--- config.mk ---
export PLATFORM = sky130hd
export DESIGN_NAME = coo_regs
export DESIGN_NICKNAME = d
export VERILOG_FILES = /design/src/pkg/coo_pkg.sv /design/src/verilog/coo_timer.sv /design/src/verilog/coo_regs.sv
export SDC_FILE = /design/constraint.sdc
export NUM_CORES = 1
export LEC_CHECK = 0
export ABC_AREA = 1
export BUFFER_PORTS_ARGS = -buffer_cell sky130_fd_sc_hd__buf_2
export CORE_MARGIN = 2
export CORE_UTILIZATION = 55
export DETAILED_ROUTE_END_ITERATION = 12
export GPL_ROUTABILITY_DRIVEN = 0
export HOLD_SLACK_MARGIN = 0.1
export PLACE_DENSITY_LB_ADDON = 0.2
export SLEW_MARGIN = 20
export SYNTH_ARGS = -nofsm -noshare
export SYNTH_HDL_FRONTEND = slang
export SYNTH_HIERARCHICAL = 1
export SYNTH_SLANG_ARGS = --single-unit
--- constraint.sdc ---
create_clock -name ref_clk -period 3 [get_ports ref_clk]
set_input_delay 0.3 -clock ref_clk [delete_from_list [all_inputs] [get_ports ref_clk]]
set_output_delay 0.3 -clock ref_clk [all_outputs]
set_load 0.05 [all_outputs]
--- src/pkg/coo_pkg.sv ---
// Package for the charger option-one register bank: offsets, layout, reset and timing constants.
package coo_pkg;

	// Byte addresses of the two halves of the option register.
	localparam logic [7:0]  COO_ADDR_LOW      = 8'h30;
	localparam logic [7:0]  COO_ADDR_HIGH     = 8'h31;

	// Whole-register value after power-on.
	localparam logic [15:0] COO_RESET_VALUE   = 16'h0211;

	// High-byte field positions.
	localparam int          COO_HI_BATT_BUF   = 7;
	localparam int          COO_HI_THROT_MSB  = 6;
	localparam int          COO_HI_THROT_LSB  = 5;
	localparam int          COO_HI_PWR_EN     = 4;
	localparam int          COO_HI_IN_SHUNT   = 3;
	localparam int          COO_HI_CHG_SHUNT  = 2;
	localparam int          COO_HI_PWR_GAIN   = 1;

	// Low-byte field positions.
	localparam int          COO_LO_COMPARATOR_REF_SEL    = 7;
	localparam int          COO_LO_CMP_POL    = 6;
	localparam int          COO_LO_DEG_MSB    = 5;
	localparam int          COO_LO_DEG_LSB    = 4;
	localparam int          COO_LO_LATCHOFF   = 3;
	localparam int          COO_LO_SHIP       = 1;
	localparam int          COO_LO_WAKEUP     = 0;

	// Throttle source codes.
	localparam logic [1:0]  COO_THROT_OFF     = 2'h0;
	localparam logic [1:0]  COO_THROT_DCHG    = 2'h1;
	localparam logic [1:0]  COO_THROT_SYSTEM_VOLTAGE_SENSE    = 2'h2;

	// Comparator deglitch codes.
	localparam logic [1:0]  COO_DEG_OFF       = 2'h0;
	localparam logic [1:0]  COO_DEG_FAST      = 2'h1;
	localparam logic [1:0]  COO_DEG_MID       = 2'h2;

	// Clock rate and documented times in their own units.
	localparam longint      COO_CLK_HZ        = 10_000_000;
	localparam longint      COO_DEG_FAST_US   = 1;
	localparam longint      COO_DEG_MID_MS    = 2;
	localparam longint      COO_DEG_SLOW_S    = 5;
	localparam longint      COO_SHIP_MS       = 140;

	// Cycle counts derived from the times; all divide exactly at 10 MHz.
	localparam logic [31:0] COO_DEG_FAST_CYC  = 32'(COO_DEG_FAST_US * (COO_CLK_HZ / 1_000_000));
	localparam logic [31:0] COO_DEG_MID_CYC   = 32'(COO_DEG_MID_MS * (COO_CLK_HZ / 1_000));
	localparam logic [31:0] COO_DEG_SLOW_CYC  = 32'(COO_DEG_SLOW_S * COO_CLK_HZ);
	localparam logic [31:0] COO_SHIP_CYC      = 32'(COO_SHIP_MS * (COO_CLK_HZ / 1_000));

	// Decoded controls handed to the analog side.
	typedef struct packed {
		logic       battery_current_out_en;
		logic       system_power_out_en;
		logic       discharge_current_sense_en;
		logic       system_voltage_sense_en;
		logic       input_shunt_sel;
		logic       charge_shunt_sel;
		logic       power_monitor_gain;
		logic       comparator_ref_sel;
		logic       comparator_en;
		logic       force_latchoff;
		logic       auto_wakeup_en;
		logic       ship_discharge_on;
	} coo_ctrl_t;

	// Byte-wide register access request.
	typedef struct packed {
		logic       wr;
		logic       rd;
		logic [7:0] addr;
		logic [7:0] wdata;
	} coo_req_t;

endpackage

--- src/verilog/coo_timer.sv ---
// One-shot cycle timer used to time the ship-mode discharge window.
`timescale 1ns/10ps

module coo_timer
	import coo_pkg::*;
#(
	parameter logic [31:0] CYCLES = COO_SHIP_CYC
) (
	// Clock and reset.
	input  wire logic ref_clk,
	input  wire logic rst_b,
	// Control.
	input  wire logic start,
	// Status.
	output logic      busy,
	output logic      done
);

	// All timer state in one word.
	typedef struct packed {
		logic [31:0] count;
		logic        busy;
		logic        done;
	} coo_timer_state_t;

	coo_timer_state_t st_q;	// Registered state.
	coo_timer_state_t st_d;	// Next state.

	// A start while running restarts the window, so a rewrite extends it.
	always_comb begin
		st_d      = st_q;
		st_d.done = 1'b0;
		if (start) begin
			st_d.busy  = 1'b1;
			st_d.count = CYCLES - 32'h0000_0001;
		end else if (st_q.busy) begin
			if (st_q.count == 32'h0000_0000) begin
				st_d.busy = 1'b0;
				st_d.done = 1'b1;
			end else begin
				st_d.count = st_q.count - 32'h0000_0001;
			end
		end
	end

	// State register.
	always_ff @(posedge ref_clk or negedge rst_b) begin
		if (!rst_b) begin
			st_q <= '0;
		end else begin
			st_q <= st_d;
		end
	end

	assign busy = st_q.busy;
	assign done = st_q.done;

	// Done follows the end of busy by no cycle of slack.
	a_done_ends_busy: assert property (@(posedge ref_clk) disable iff (!rst_b)
		done |-> !busy && $past(busy)) else $error("done without busy ending");

endmodule

--- src/verilog/coo_regs.sv ---
// Charger option-one register bank with its decoded controls and timers.
`timescale 1ns/10ps

// Function
// - Sixteen bits, high byte odd, reset 211h
// - Battery buffer enable, forced off in low-power
// - Bits 6-5 choose low-power throttle source
// - Power monitor enable, forced off in low-power
// - Bit 3 picks input shunt value
// - Bit 2 picks charge shunt value
// - Bit 1 picks power monitor gain
// - Low bit 7 picks comparator reference
// - Low bits 5-4 enable comparator, pick deglitch
// - Ship discharge runs 140 ms, then self-clears
module coo_regs
	import coo_pkg::*;
#(
	parameter logic [31:0] DEG_MID_CYC  = COO_DEG_MID_CYC,
	parameter logic [31:0] DEG_SLOW_CYC = COO_DEG_SLOW_CYC,
	parameter logic [31:0] SHIP_CYC     = COO_SHIP_CYC
) (
	// Clock and reset.
	input  wire logic      ref_clk,
	input  wire logic      rst_b,
	// Byte register port from the serial interface engine.
	input  wire coo_req_t  req,
	output logic [7:0]     rd_data,
	// Mode from the other option register.
	input  wire logic      low_power_mode,
	// Raw comparator level from the analog side, asynchronous.
	input  wire logic      comparator_raw,
	// Controls to the analog side.
	output coo_ctrl_t      ctrl,
	output logic           comparator_out
);

	// All bank state in one word.
	typedef struct packed {
		logic [15:0] regs;
		logic [7:0]  rd_data;
		logic [2:0]  cmp_sync;
		logic        cmp_out;
		logic [31:0] deg_count;
	} coo_state_t;

	coo_state_t st_q;	// Registered state.
	coo_state_t st_d;	// Next state.
	logic       ship_start;	// Host wrote a one to the ship bit.
	logic       ship_busy;	// Discharge window is running.
	logic       ship_done;	// Discharge window just ended.
	logic       cmp_level;	// Synchronised comparator level, polarity applied.
	logic [31:0] deg_limit;	// Falling-edge deglitch length for the chosen code.

	// Maps a deglitch code to its cycle count; the off code yields zero.
	function automatic logic [31:0] deg_cycles(input logic [1:0] code);
		case (code)
			COO_DEG_OFF:  deg_cycles = 32'h0000_0000;
			COO_DEG_FAST: deg_cycles = COO_DEG_FAST_CYC;
			COO_DEG_MID:  deg_cycles = DEG_MID_CYC;
			default:      deg_cycles = DEG_SLOW_CYC;
		endcase
	endfunction

	// A host write of one to the ship bit starts or restarts the window.
	assign ship_start = req.wr && (req.addr == COO_ADDR_LOW) && req.wdata[COO_LO_SHIP];

	// The comparator is only trusted once the second and third stages agree.
	assign cmp_level = (st_q.cmp_sync[2] == st_q.cmp_sync[1])
		? (st_q.cmp_sync[2] ^ st_q.regs[COO_LO_CMP_POL])
		: st_q.cmp_out;
	assign deg_limit = deg_cycles(st_q.regs[COO_LO_DEG_MSB:COO_LO_DEG_LSB]);

	// Next-state logic for the register, read data and comparator filter.
	always_comb begin
		st_d          = st_q;
		st_d.cmp_sync = {st_q.cmp_sync[1:0], comparator_raw};
		// Byte writes land in their own half; reserved bits store as written.
		if (req.wr && (req.addr == COO_ADDR_HIGH)) begin
			st_d.regs[15:8] = req.wdata;
		end
		if (req.wr && (req.addr == COO_ADDR_LOW)) begin
			st_d.regs[7:0] = req.wdata;
		end
		// The window end clears the ship bit unless a new one is written now.
		if (ship_done && !ship_start) begin
			st_d.regs[COO_LO_SHIP] = 1'b0;
		end
		// Reads answer from a register; other addresses read zero.
		if (req.rd) begin
			case (req.addr)
				COO_ADDR_HIGH: st_d.rd_data = st_q.regs[15:8];
				COO_ADDR_LOW:  st_d.rd_data = st_q.regs[7:0];
				default:       st_d.rd_data = 8'h00;
			endcase
		end
		// Rising output passes at once; a fall must stand for the deglitch time.
		if (deg_limit == 32'h0000_0000) begin
			st_d.cmp_out   = 1'b1;
			st_d.deg_count = 32'h0000_0000;
		end else if (cmp_level) begin
			st_d.cmp_out   = 1'b1;
			st_d.deg_count = 32'h0000_0000;
		end else if (st_q.cmp_out) begin
			if (st_q.deg_count >= deg_limit - 32'h0000_0001) begin
				st_d.cmp_out   = 1'b0;
				st_d.deg_count = 32'h0000_0000;
			end else begin
				st_d.deg_count = st_q.deg_count + 32'h0000_0001;
			end
		end
	end

	// State register; the option word takes its power-on value.
	always_ff @(posedge ref_clk or negedge rst_b) begin
		if (!rst_b) begin
			st_q      <= '0;
			st_q.regs <= COO_RESET_VALUE;
		end else begin
			st_q <= st_d;
		end
	end

	// Ship-mode discharge window timer.
	coo_timer #(
		.CYCLES (SHIP_CYC)
	) coo_timer_i (
		.ref_clk (ref_clk),
		.rst_b   (rst_b),
		.start   (ship_start),
		.busy    (ship_busy),
		.done    (ship_done)
	);

	// Decode of the stored fields onto the analog controls.
	always_comb begin
		ctrl = '0;
		// Low-power mode overrides both monitor enables.
		ctrl.battery_current_out_en = st_q.regs[8 + COO_HI_BATT_BUF] && !low_power_mode;
		ctrl.system_power_out_en    = st_q.regs[8 + COO_HI_PWR_EN] && !low_power_mode;
		// The reserved throttle code selects neither source.
		ctrl.discharge_current_sense_en =
			st_q.regs[8 + COO_HI_THROT_MSB:8 + COO_HI_THROT_LSB] == COO_THROT_DCHG;
		ctrl.system_voltage_sense_en =
			st_q.regs[8 + COO_HI_THROT_MSB:8 + COO_HI_THROT_LSB] == COO_THROT_SYSTEM_VOLTAGE_SENSE;
		ctrl.input_shunt_sel    = st_q.regs[8 + COO_HI_IN_SHUNT];
		ctrl.charge_shunt_sel   = st_q.regs[8 + COO_HI_CHG_SHUNT];
		ctrl.power_monitor_gain = st_q.regs[8 + COO_HI_PWR_GAIN];
		ctrl.comparator_ref_sel = st_q.regs[COO_LO_COMPARATOR_REF_SEL];
		ctrl.comparator_en      =
			st_q.regs[COO_LO_DEG_MSB:COO_LO_DEG_LSB] != COO_DEG_OFF;
		ctrl.force_latchoff     = st_q.regs[COO_LO_LATCHOFF];
		ctrl.auto_wakeup_en     = st_q.regs[COO_LO_WAKEUP];
		ctrl.ship_discharge_on  = ship_busy;
	end

	assign rd_data        = st_q.rd_data;
	assign comparator_out = st_q.cmp_out;

	// Low-power mode must hold both monitor buffers off.
	a_lpm_forces_off: assert property (@(posedge ref_clk) disable iff (!rst_b)
		low_power_mode |-> !ctrl.battery_current_out_en && !ctrl.system_power_out_en)
		else $error("monitor buffer on in low-power mode");

	// Monitor enable follows the high-byte bit one cycle after a write.
	a_pwr_en_write: assert property (@(posedge ref_clk) disable iff (!rst_b)
		req.wr && req.addr == COO_ADDR_HIGH && !low_power_mode ##1 !low_power_mode
		|-> ctrl.system_power_out_en == $past(req.wdata[COO_HI_PWR_EN]))
		else $error("power monitor enable not following write");

	// Battery buffer enable follows the high-byte bit one cycle after a write.
	a_batt_buf_write: assert property (@(posedge ref_clk) disable iff (!rst_b)
		req.wr && req.addr == COO_ADDR_HIGH && !low_power_mode ##1 !low_power_mode
		|-> ctrl.battery_current_out_en == $past(req.wdata[COO_HI_BATT_BUF]))
		else $error("battery buffer enable not following write");

	// High-byte write lands in the high half of the word.
	a_high_byte_write: assert property (@(posedge ref_clk) disable iff (!rst_b)
		req.wr && req.addr == COO_ADDR_HIGH |=> st_q.regs[15:8] == $past(req.wdata))
		else $error("high byte not stored");

	// Read of the even address returns the low half one cycle later.
	a_low_byte_read: assert property (@(posedge ref_clk) disable iff (!rst_b)
		req.rd && req.addr == COO_ADDR_LOW && !req.wr |=> rd_data == $past(st_q.regs[7:0]))
		else $error("low byte read mismatch");

	// Throttle sources are never both selected.
	a_throttle_onehot: assert property (@(posedge ref_clk) disable iff (!rst_b)
		!(ctrl.discharge_current_sense_en && ctrl.system_voltage_sense_en))
		else $error("both throttle sources selected");

	// Shunt and gain selects mirror their stored bits.
	a_select_mirror: assert property (@(posedge ref_clk) disable iff (!rst_b)
		req.wr && req.addr == COO_ADDR_HIGH |=> ctrl.input_shunt_sel ==
		$past(req.wdata[COO_HI_IN_SHUNT]) && ctrl.charge_shunt_sel ==
		$past(req.wdata[COO_HI_CHG_SHUNT]) && ctrl.power_monitor_gain ==
		$past(req.wdata[COO_HI_PWR_GAIN])) else $error("select not stored");

	// Reference select follows a low-byte write.
	a_ref_sel_write: assert property (@(posedge ref_clk) disable iff (!rst_b)
		req.wr && req.addr == COO_ADDR_LOW |=> ctrl.comparator_ref_sel ==
		$past(req.wdata[COO_LO_COMPARATOR_REF_SEL])) else $error("reference select not stored");

	// Disabled comparator holds its output high.
	a_cmp_off_high: assert property (@(posedge ref_clk) disable iff (!rst_b)
		!ctrl.comparator_en ##1 !ctrl.comparator_en |-> comparator_out)
		else $error("disabled comparator output low");

	// Only falls are deglitched, so a trusted high level must raise the output at once.
	a_cmp_rise_fast: assert property (@(posedge ref_clk) disable iff (!rst_b)
		ctrl.comparator_en && cmp_level |=> comparator_out)
		else $error("comparator output did not rise");

	// The ship window begins the cycle after the bit is written to one.
	a_ship_starts: assert property (@(posedge ref_clk) disable iff (!rst_b)
		ship_start |=> ctrl.ship_discharge_on && st_q.regs[COO_LO_SHIP])
		else $error("ship discharge did not start");

	// When the window ends the bit clears unless rewritten.
	a_ship_clears: assert property (@(posedge ref_clk) disable iff (!rst_b)
		ship_done && !ship_start |=> !st_q.regs[COO_LO_SHIP])
		else $error("ship bit not cleared");

endmodule

==> results of run 1 <==
## layer usage
layer / up-vias / track usage [%]
met4: 0 / 13.17
met3: 47 / 3.441
met5: - / 0
met2: 159 / 45.68
li1: 3176 / -
met1: 2843 / 32.11
## flip-flops by register name, indices dropped and copies added, names as in the netlist
signal and cells:
coo_timer_i/st_q 32, rd_data 8, coo_timer_i/done 1, ctrl 6
st_q 43, st_d 2, comparator_out 1, coo_timer_i/busy 1
## timing repair
item	4_1_cts	5_1_grt
endpoints found under the setup margin	0	22
endpoints found under the hold margin	42	0
setup buffers	0	0
hold buffers	2	0
gates resized for setup	0	3
## layout make-up
class	count	area [um^2]	share of cell area, %
flip-flops and latches	94	2356	32.23
clock buffers	10	229.0	3.132
multi-input cells	754	3782	51.75
well taps	147	183.9	2.516
repair buffers	56	360.3	4.930
clock inverters	6	46.29	0.6333
inverters	93	351.6	4.810
## layout by cell type, fill, tap and decap left out, drive strengths merged, types with 2 or more instances in the layout
cell type,instances
nor2,189
a21oi,30
o21bai,6
buf,54
a31oi,3
xor2,16
nor3b,5
dlygate4sd3,2
nand2,306
o22ai,6
clkbuf,10
a211oi,2
nand3,83
a21o,2
nand3b,3
inv,94
xnor2,4
nor3,15
o21ai,24
clkinv,3
nand4,15
clkinvlp,2
and3,2
dfstp,3
nor4,2
dfrtp,91
ha,33
## kinds of logic after synthesis
logic type      count (synthesis)  share of synthesized area (%)
compound gates                 78                          6.618
xor+xnor                       20                          2.603
fa+ha+maj                      33                          6.135
buf+inv                       129                          9.035
flops                          94                          35.01
simple gates                  623                          40.60
## final timing paths
| kind | start | slack [ns] | cells after the start | to |
|---|---|---|---|---|
| hold / removal | req[0] | 0.16 | 3 | ctrl[1] |
| max in group asynchronous | rst_b | 1.76 | 3 | ctrl[1] |
| hold reg to reg | st_d[34] | 0.42 | 0 | st_d[35] |
| setup / recovery | st_q[48] | 0.22 | 9 | st_q[4] |
| min in group asynchronous | rst_b | 0.49 | 2 | st_q[17] |
| setup reg to reg | st_q[48] | 0.22 | 9 | st_q[4] |
## power groups by stage
stage | clock network [mW] | logic [mW] | registers [mW]
global route | 1.15 | 0.922 | 1.61
CTS | 1.11 | 0.800 | 1.58
finish | 1.09 | 0.800 | 1.58
detailed placement | 0 | 0.798 | 1.60
global placement | 0 | 0.777 | 1.60
floorplan | 0 | 0.632 | 1.56
## worst min-delay path: stages
cell	delay [ns]
buf_2	0.09
inv_1	0.06
a21oi_1	0.06
## metrics by stage
stage | total power [mW] | util (%) | cells | area, um^2 | setup slack (ns)
3_3_place_gp | 2.375 | 58.55 | 1142 | 7003 | 0.1730
6_report | 3.473 | 61.11 | 1160 | 7310 | 0.2226
2_1_floorplan | 2.190 | - | 977 | 6730 | 0.5022
4_1_cts | 3.494 | 61.01 | 1160 | 7298 | 0.07355
5_1_grt | 3.677 | 61.11 | 1160 | 7310 | 0.02545
3_5_place_dp | 2.395 | 58.55 | 1142 | 7003 | 0.1030
==> results.ini, run 1 <==
[logic_synthesis]
ys_ff_latch = 94
yosysUniqueCellTypes = 49
synth_edf_count = 0
synth_area_um2 = 6730
yosysMostFrequentCell = nand2_1
synthCells = 977
synth_warnings = 6
synth_flop_cell = dfrtp_1
syn_nets = 1032
synth.area.top_cells = dfrtp_1, nand2_1, nor2_1
async_reset_ff_share_pct = 100.0
seq_area_frac_synth_pct = 35.01
synth.avg_cell_area_um2 = 6.889
synth_top_cell_by_area = dfrtp_1
yosysTopAreaCellShare_pct = 33.84
synthTopCellsByCount = nand2_1, nor2_1, dfrtp_1

[die]
rows = 40
num_io_pins = 43
die_w_um = 114.6
die_h_um = 114.6
start_util_pct = 56.27
dieArea_um2 = 13140
core_region_area_um2 = 11960

[drt]
vias_per_cell = 5.366
drtIter0Drc = 503
firstDrtPassIters = 7
ant_nets = 0
wl_met2_mm = 8.091
wl_met1_mm = 7.227
top_layer = met4
routedWlPerCell_um = 14.19
num_vias = 6225
totalWireLength_mm = 16.47
wl_met3_um = 571
drc = 0

[critical_path]
critPathSlowestCell = dfstp_2
path_cells = inv_1, ha_1, ha_1, nand4_1, nor4_2, nand2_4, buf_12, nand3_1, nand2_1
startpoint_type = flip-flop
timing.critical_path.buf_inv = 2
path_common_cell = ha_1
end_kind = flip-flop
slowest_delay_ns = 0.55
worstSetupPathType = flip-flop to flip-flop
critPathArrivalTime_ns = 3.03
worstPathRequired_ns = 3.25
path_max_fanout = 17
path_delay_family = adder cells

[clock_tree]
cts_tree = done
clk_path_buf_depth = 2
cts.htree.levels = 3
root_buffer = clkbuf_16
clkLatencyLatePin_ns = 0.35
numCtsBuffers = 9
clk_pin_slew_ns = 0.07
cts.sinks = 94

[cells_and_area]
area_delta_synth_final_pct = 8.608
n_fill_cell = 1136
nets = 1063
diodes = 0
drive_gt1_share_pct = 11.35

[pwr]
p_sw_share_pct = 34.88
seqPwrFrac_pct = 45.6
p_int_mw = 2.261
powerDensity_nw_per_um2 = 475.1
combinationalPowerShare_pct = 23.0
p_leak_nw = 3.571
pwr-share-clk_pct = 31.4
power_switching_mw = 1.211
peakVddDrop_mv = 0.3673

[run]
cap_viol_max_count = 0

[global_route]
antenna_found_initial = 0
grt_max_degree = 54
grt_pass1_vias = 5965
grt_use_total_pct = 26.33
overflow = 0
grt_first_pass_wirelength_mm = 27.81

[timing]
period_minus_slack_ns = 2.777
fin_skew_ns = 0.006936
finalCritPeriodShare_pct = 92.58
setup_viol = 0
final_hold_viol_count = 0
hold_slack_ns = 0.1550
setup_tns_ns = 0
tightest_slew_ns = 0.5968
maxSlewHeadroom_pct = 60.21
max_freq_mhz = 360.1
slew_viol_final = 0
rsz0062_at_grt = no

[run_status]
status = completed

[place]
io_buffer_count = 42
dpl.hpwl_mm = 12.09

[hold_path]
hold_class = primary input to flip-flop

Note: power is estimated with default switching activity, not from simulation.
==> inputs of run 2 (changes only) <==
Settings changed: CORE_MARGIN 2 to 1, CTS_BUF_LIST from default to sky130_fd_sc_hd__clkbuf_8 sky130_fd_sc_hd__clkbuf_16.
==> run 2 against run 1 <==
Compared with the run above:
- critical path depth increased by 2
- worst hold slack about the same
- flip-flop and latch count did not move
- via count shrank 0.85%
- combinational power about the same
- routed wire length up 0.60%
- clock-buffer cell count shrank 1
- largest power group unchanged
==> results.ini, run 2 (synthesized netlist as in run 1, its figures left out) <==
[timing]
tightest_slew_ns = 0.8429
rsz0062_at_grt = no
maxSlewHeadroom_pct = 43.81
final_hold_viol_count = 0
finalCritPeriodShare_pct = 90.44
slew_viol_final = 0
fin_skew_ns = 0.006741
period_minus_slack_ns = 2.713
setup_tns_ns = 0
setup_viol = 0
max_freq_mhz = 368.6

[hold_path]
hold_class = primary input to flip-flop
hold_path_depth = 3
worstHoldStart = req[0]
holdPathEnd = ctrl[1]

[cells_and_area]
drive_gt1_share_pct = 10.99
area_delta_synth_final_pct = 8.236
diodes = 0
final_util_pct = 60.90
seq_area_um2 = 2356
largest_reg_flops = 43
final_cell_mix = nand2_1, nor2_1, dfrtp_1
layout_commonest_cell = nand2_1
nets = 1060
multi_input_area_um2 = 3771
largest-register = st_q
n_fill_cell = 1141

[die]
die_h_um = 112.6
rows = 40
die_w_um = 112.6
start_util_pct = 56.27
core_region_area_um2 = 11960
num_io_pins = 43
dieArea_um2 = 12680

[global_route]
grt_pass1_vias = 5717
grt_use_total_pct = 27.70
antenna_found_initial = 0
grt_max_degree = 62
grt_first_pass_wirelength_mm = 27.66
overflow = 0

[clock_tree]
cts.htree.levels = 3
numCtsBuffers = 9
clkLatencyLatePin_ns = 0.36
clk_pin_slew_ns = 0.07
root_buffer = clkbuf_16
cts_tree = done
clk_path_buf_depth = 2
cts.sinks = 94

[critical_path]
path_delay_family = adder cells
worstPathRequired_ns = 3.30
critPathArrivalTime_ns = 3.01
timing.critical_path.buf_inv = 2
rrSetupSlack_ns = 0.29
path_max_fanout = 31
critPathSlowestCell = ha_1
r2r_start = st_q[48]
startpoint_type = flip-flop
slowest_delay_ns = 0.56
r2r_end = st_q[5]
path_cells = inv_1, ha_1, ha_1, a21oi_1, nor2_1, nor3b_1, a21oi_1, nor2_2, buf_12, nand3_1, nand2_1
worstSetupPathType = flip-flop to flip-flop
end_kind = flip-flop
reg2reg_depth = 11

[drt]
routedWlPerCell_um = 14.32
ant_nets = 0
vias_per_cell = 5.334
drc = 0
num_vias = 6172
firstDrtPassIters = 6
drtIter0Drc = 407
totalWireLength_mm = 16.57

[pwr]
peakVddDrop_mv = 0.5313
powerDensity_nw_per_um2 = 481.1
p_leak_nw = 3.553

[run]
cap_viol_max_count = 0

[run_status]
status = completed

[place]
dpl.hpwl_mm = 11.90
io_buffer_count = 42

## run 2: power by group
part	leakage, nW	internal [mW]	switching, mW
clock	0.143	0.575	0.543
sequential	1.19	1.42	0.166
combinational	2.22	0.271	0.529
## run 2: metrics by stage
step           hold WS (ns)  std cells  instance area [um^2]  total power, mW  setup WS (ns)
2_1_floorplan      0.004409        977                  6730            2.190         0.5022
3_3_place_gp         0.3474       1139                  6980            2.375         0.4253
3_5_place_dp         0.3434       1139                  6980            2.392         0.3333
4_1_cts              0.1452       1157                  7284            3.516         0.3060
5_1_grt              0.1756       1157                  7284            3.700        0.05480
6_report             0.1552       1157                  7284            3.505         0.2867
## run 2: area by class of cell
class / count / area share [%]
clock inverter: 7 / 0.8073
sequential: 94 / 32.34
multi-input combinational: 754 / 51.77
inverter: 93 / 4.827
clock buffer: 9 / 3.092
tap: 147 / 2.525
timing repair buffer: 53 / 4.638
## run 2: how the worst max path moves through the flow
stage	start	depth (start not counted)	to
floorplan	st_q[48]	15	st_q[9]
global placement	st_q[48]	11	st_q[27]
detailed placement	st_q[48]	11	st_q[5]
CTS	st_q[48]	11	st_q[5]
global route	st_q[48]	11	st_q[27]
finish	st_q[48]	11	st_q[5]
## run 2: metal layers
| layer | vias to the layer above | routed length, um | global-route usage (%) | part of all wire [%] |
|---|---|---|---|---|
| met1 | 2819 | 7313 | 34.32 | 44 |
| li1 | 3169 | - | - | - |
| met4 | 0 | 335 | 8.711 | 2.0 |
| met3 | 29 | 727 | 4.914 | 4.4 |
| met2 | 155 | 8189 | 48.93 | 49 |
| met5 | - | 0 | 0 | 0 |
## run 2: what timing repair did
item,in CTS,in global routing
setup buffers,0,0
hold buffers,2,0
hold endpoints to repair,58,0
gates resized for setup,0,0
setup endpoints to repair,0,0
## run 2: worst reg2reg max path, delay by kind of cell, from the launching register on
family,cells,cell delay [ns]
fa+ha+maj,2,0.89
simple gates,5,0.63
flops,1,0.55
buf+inv,2,0.34
compound gates,2,0.25
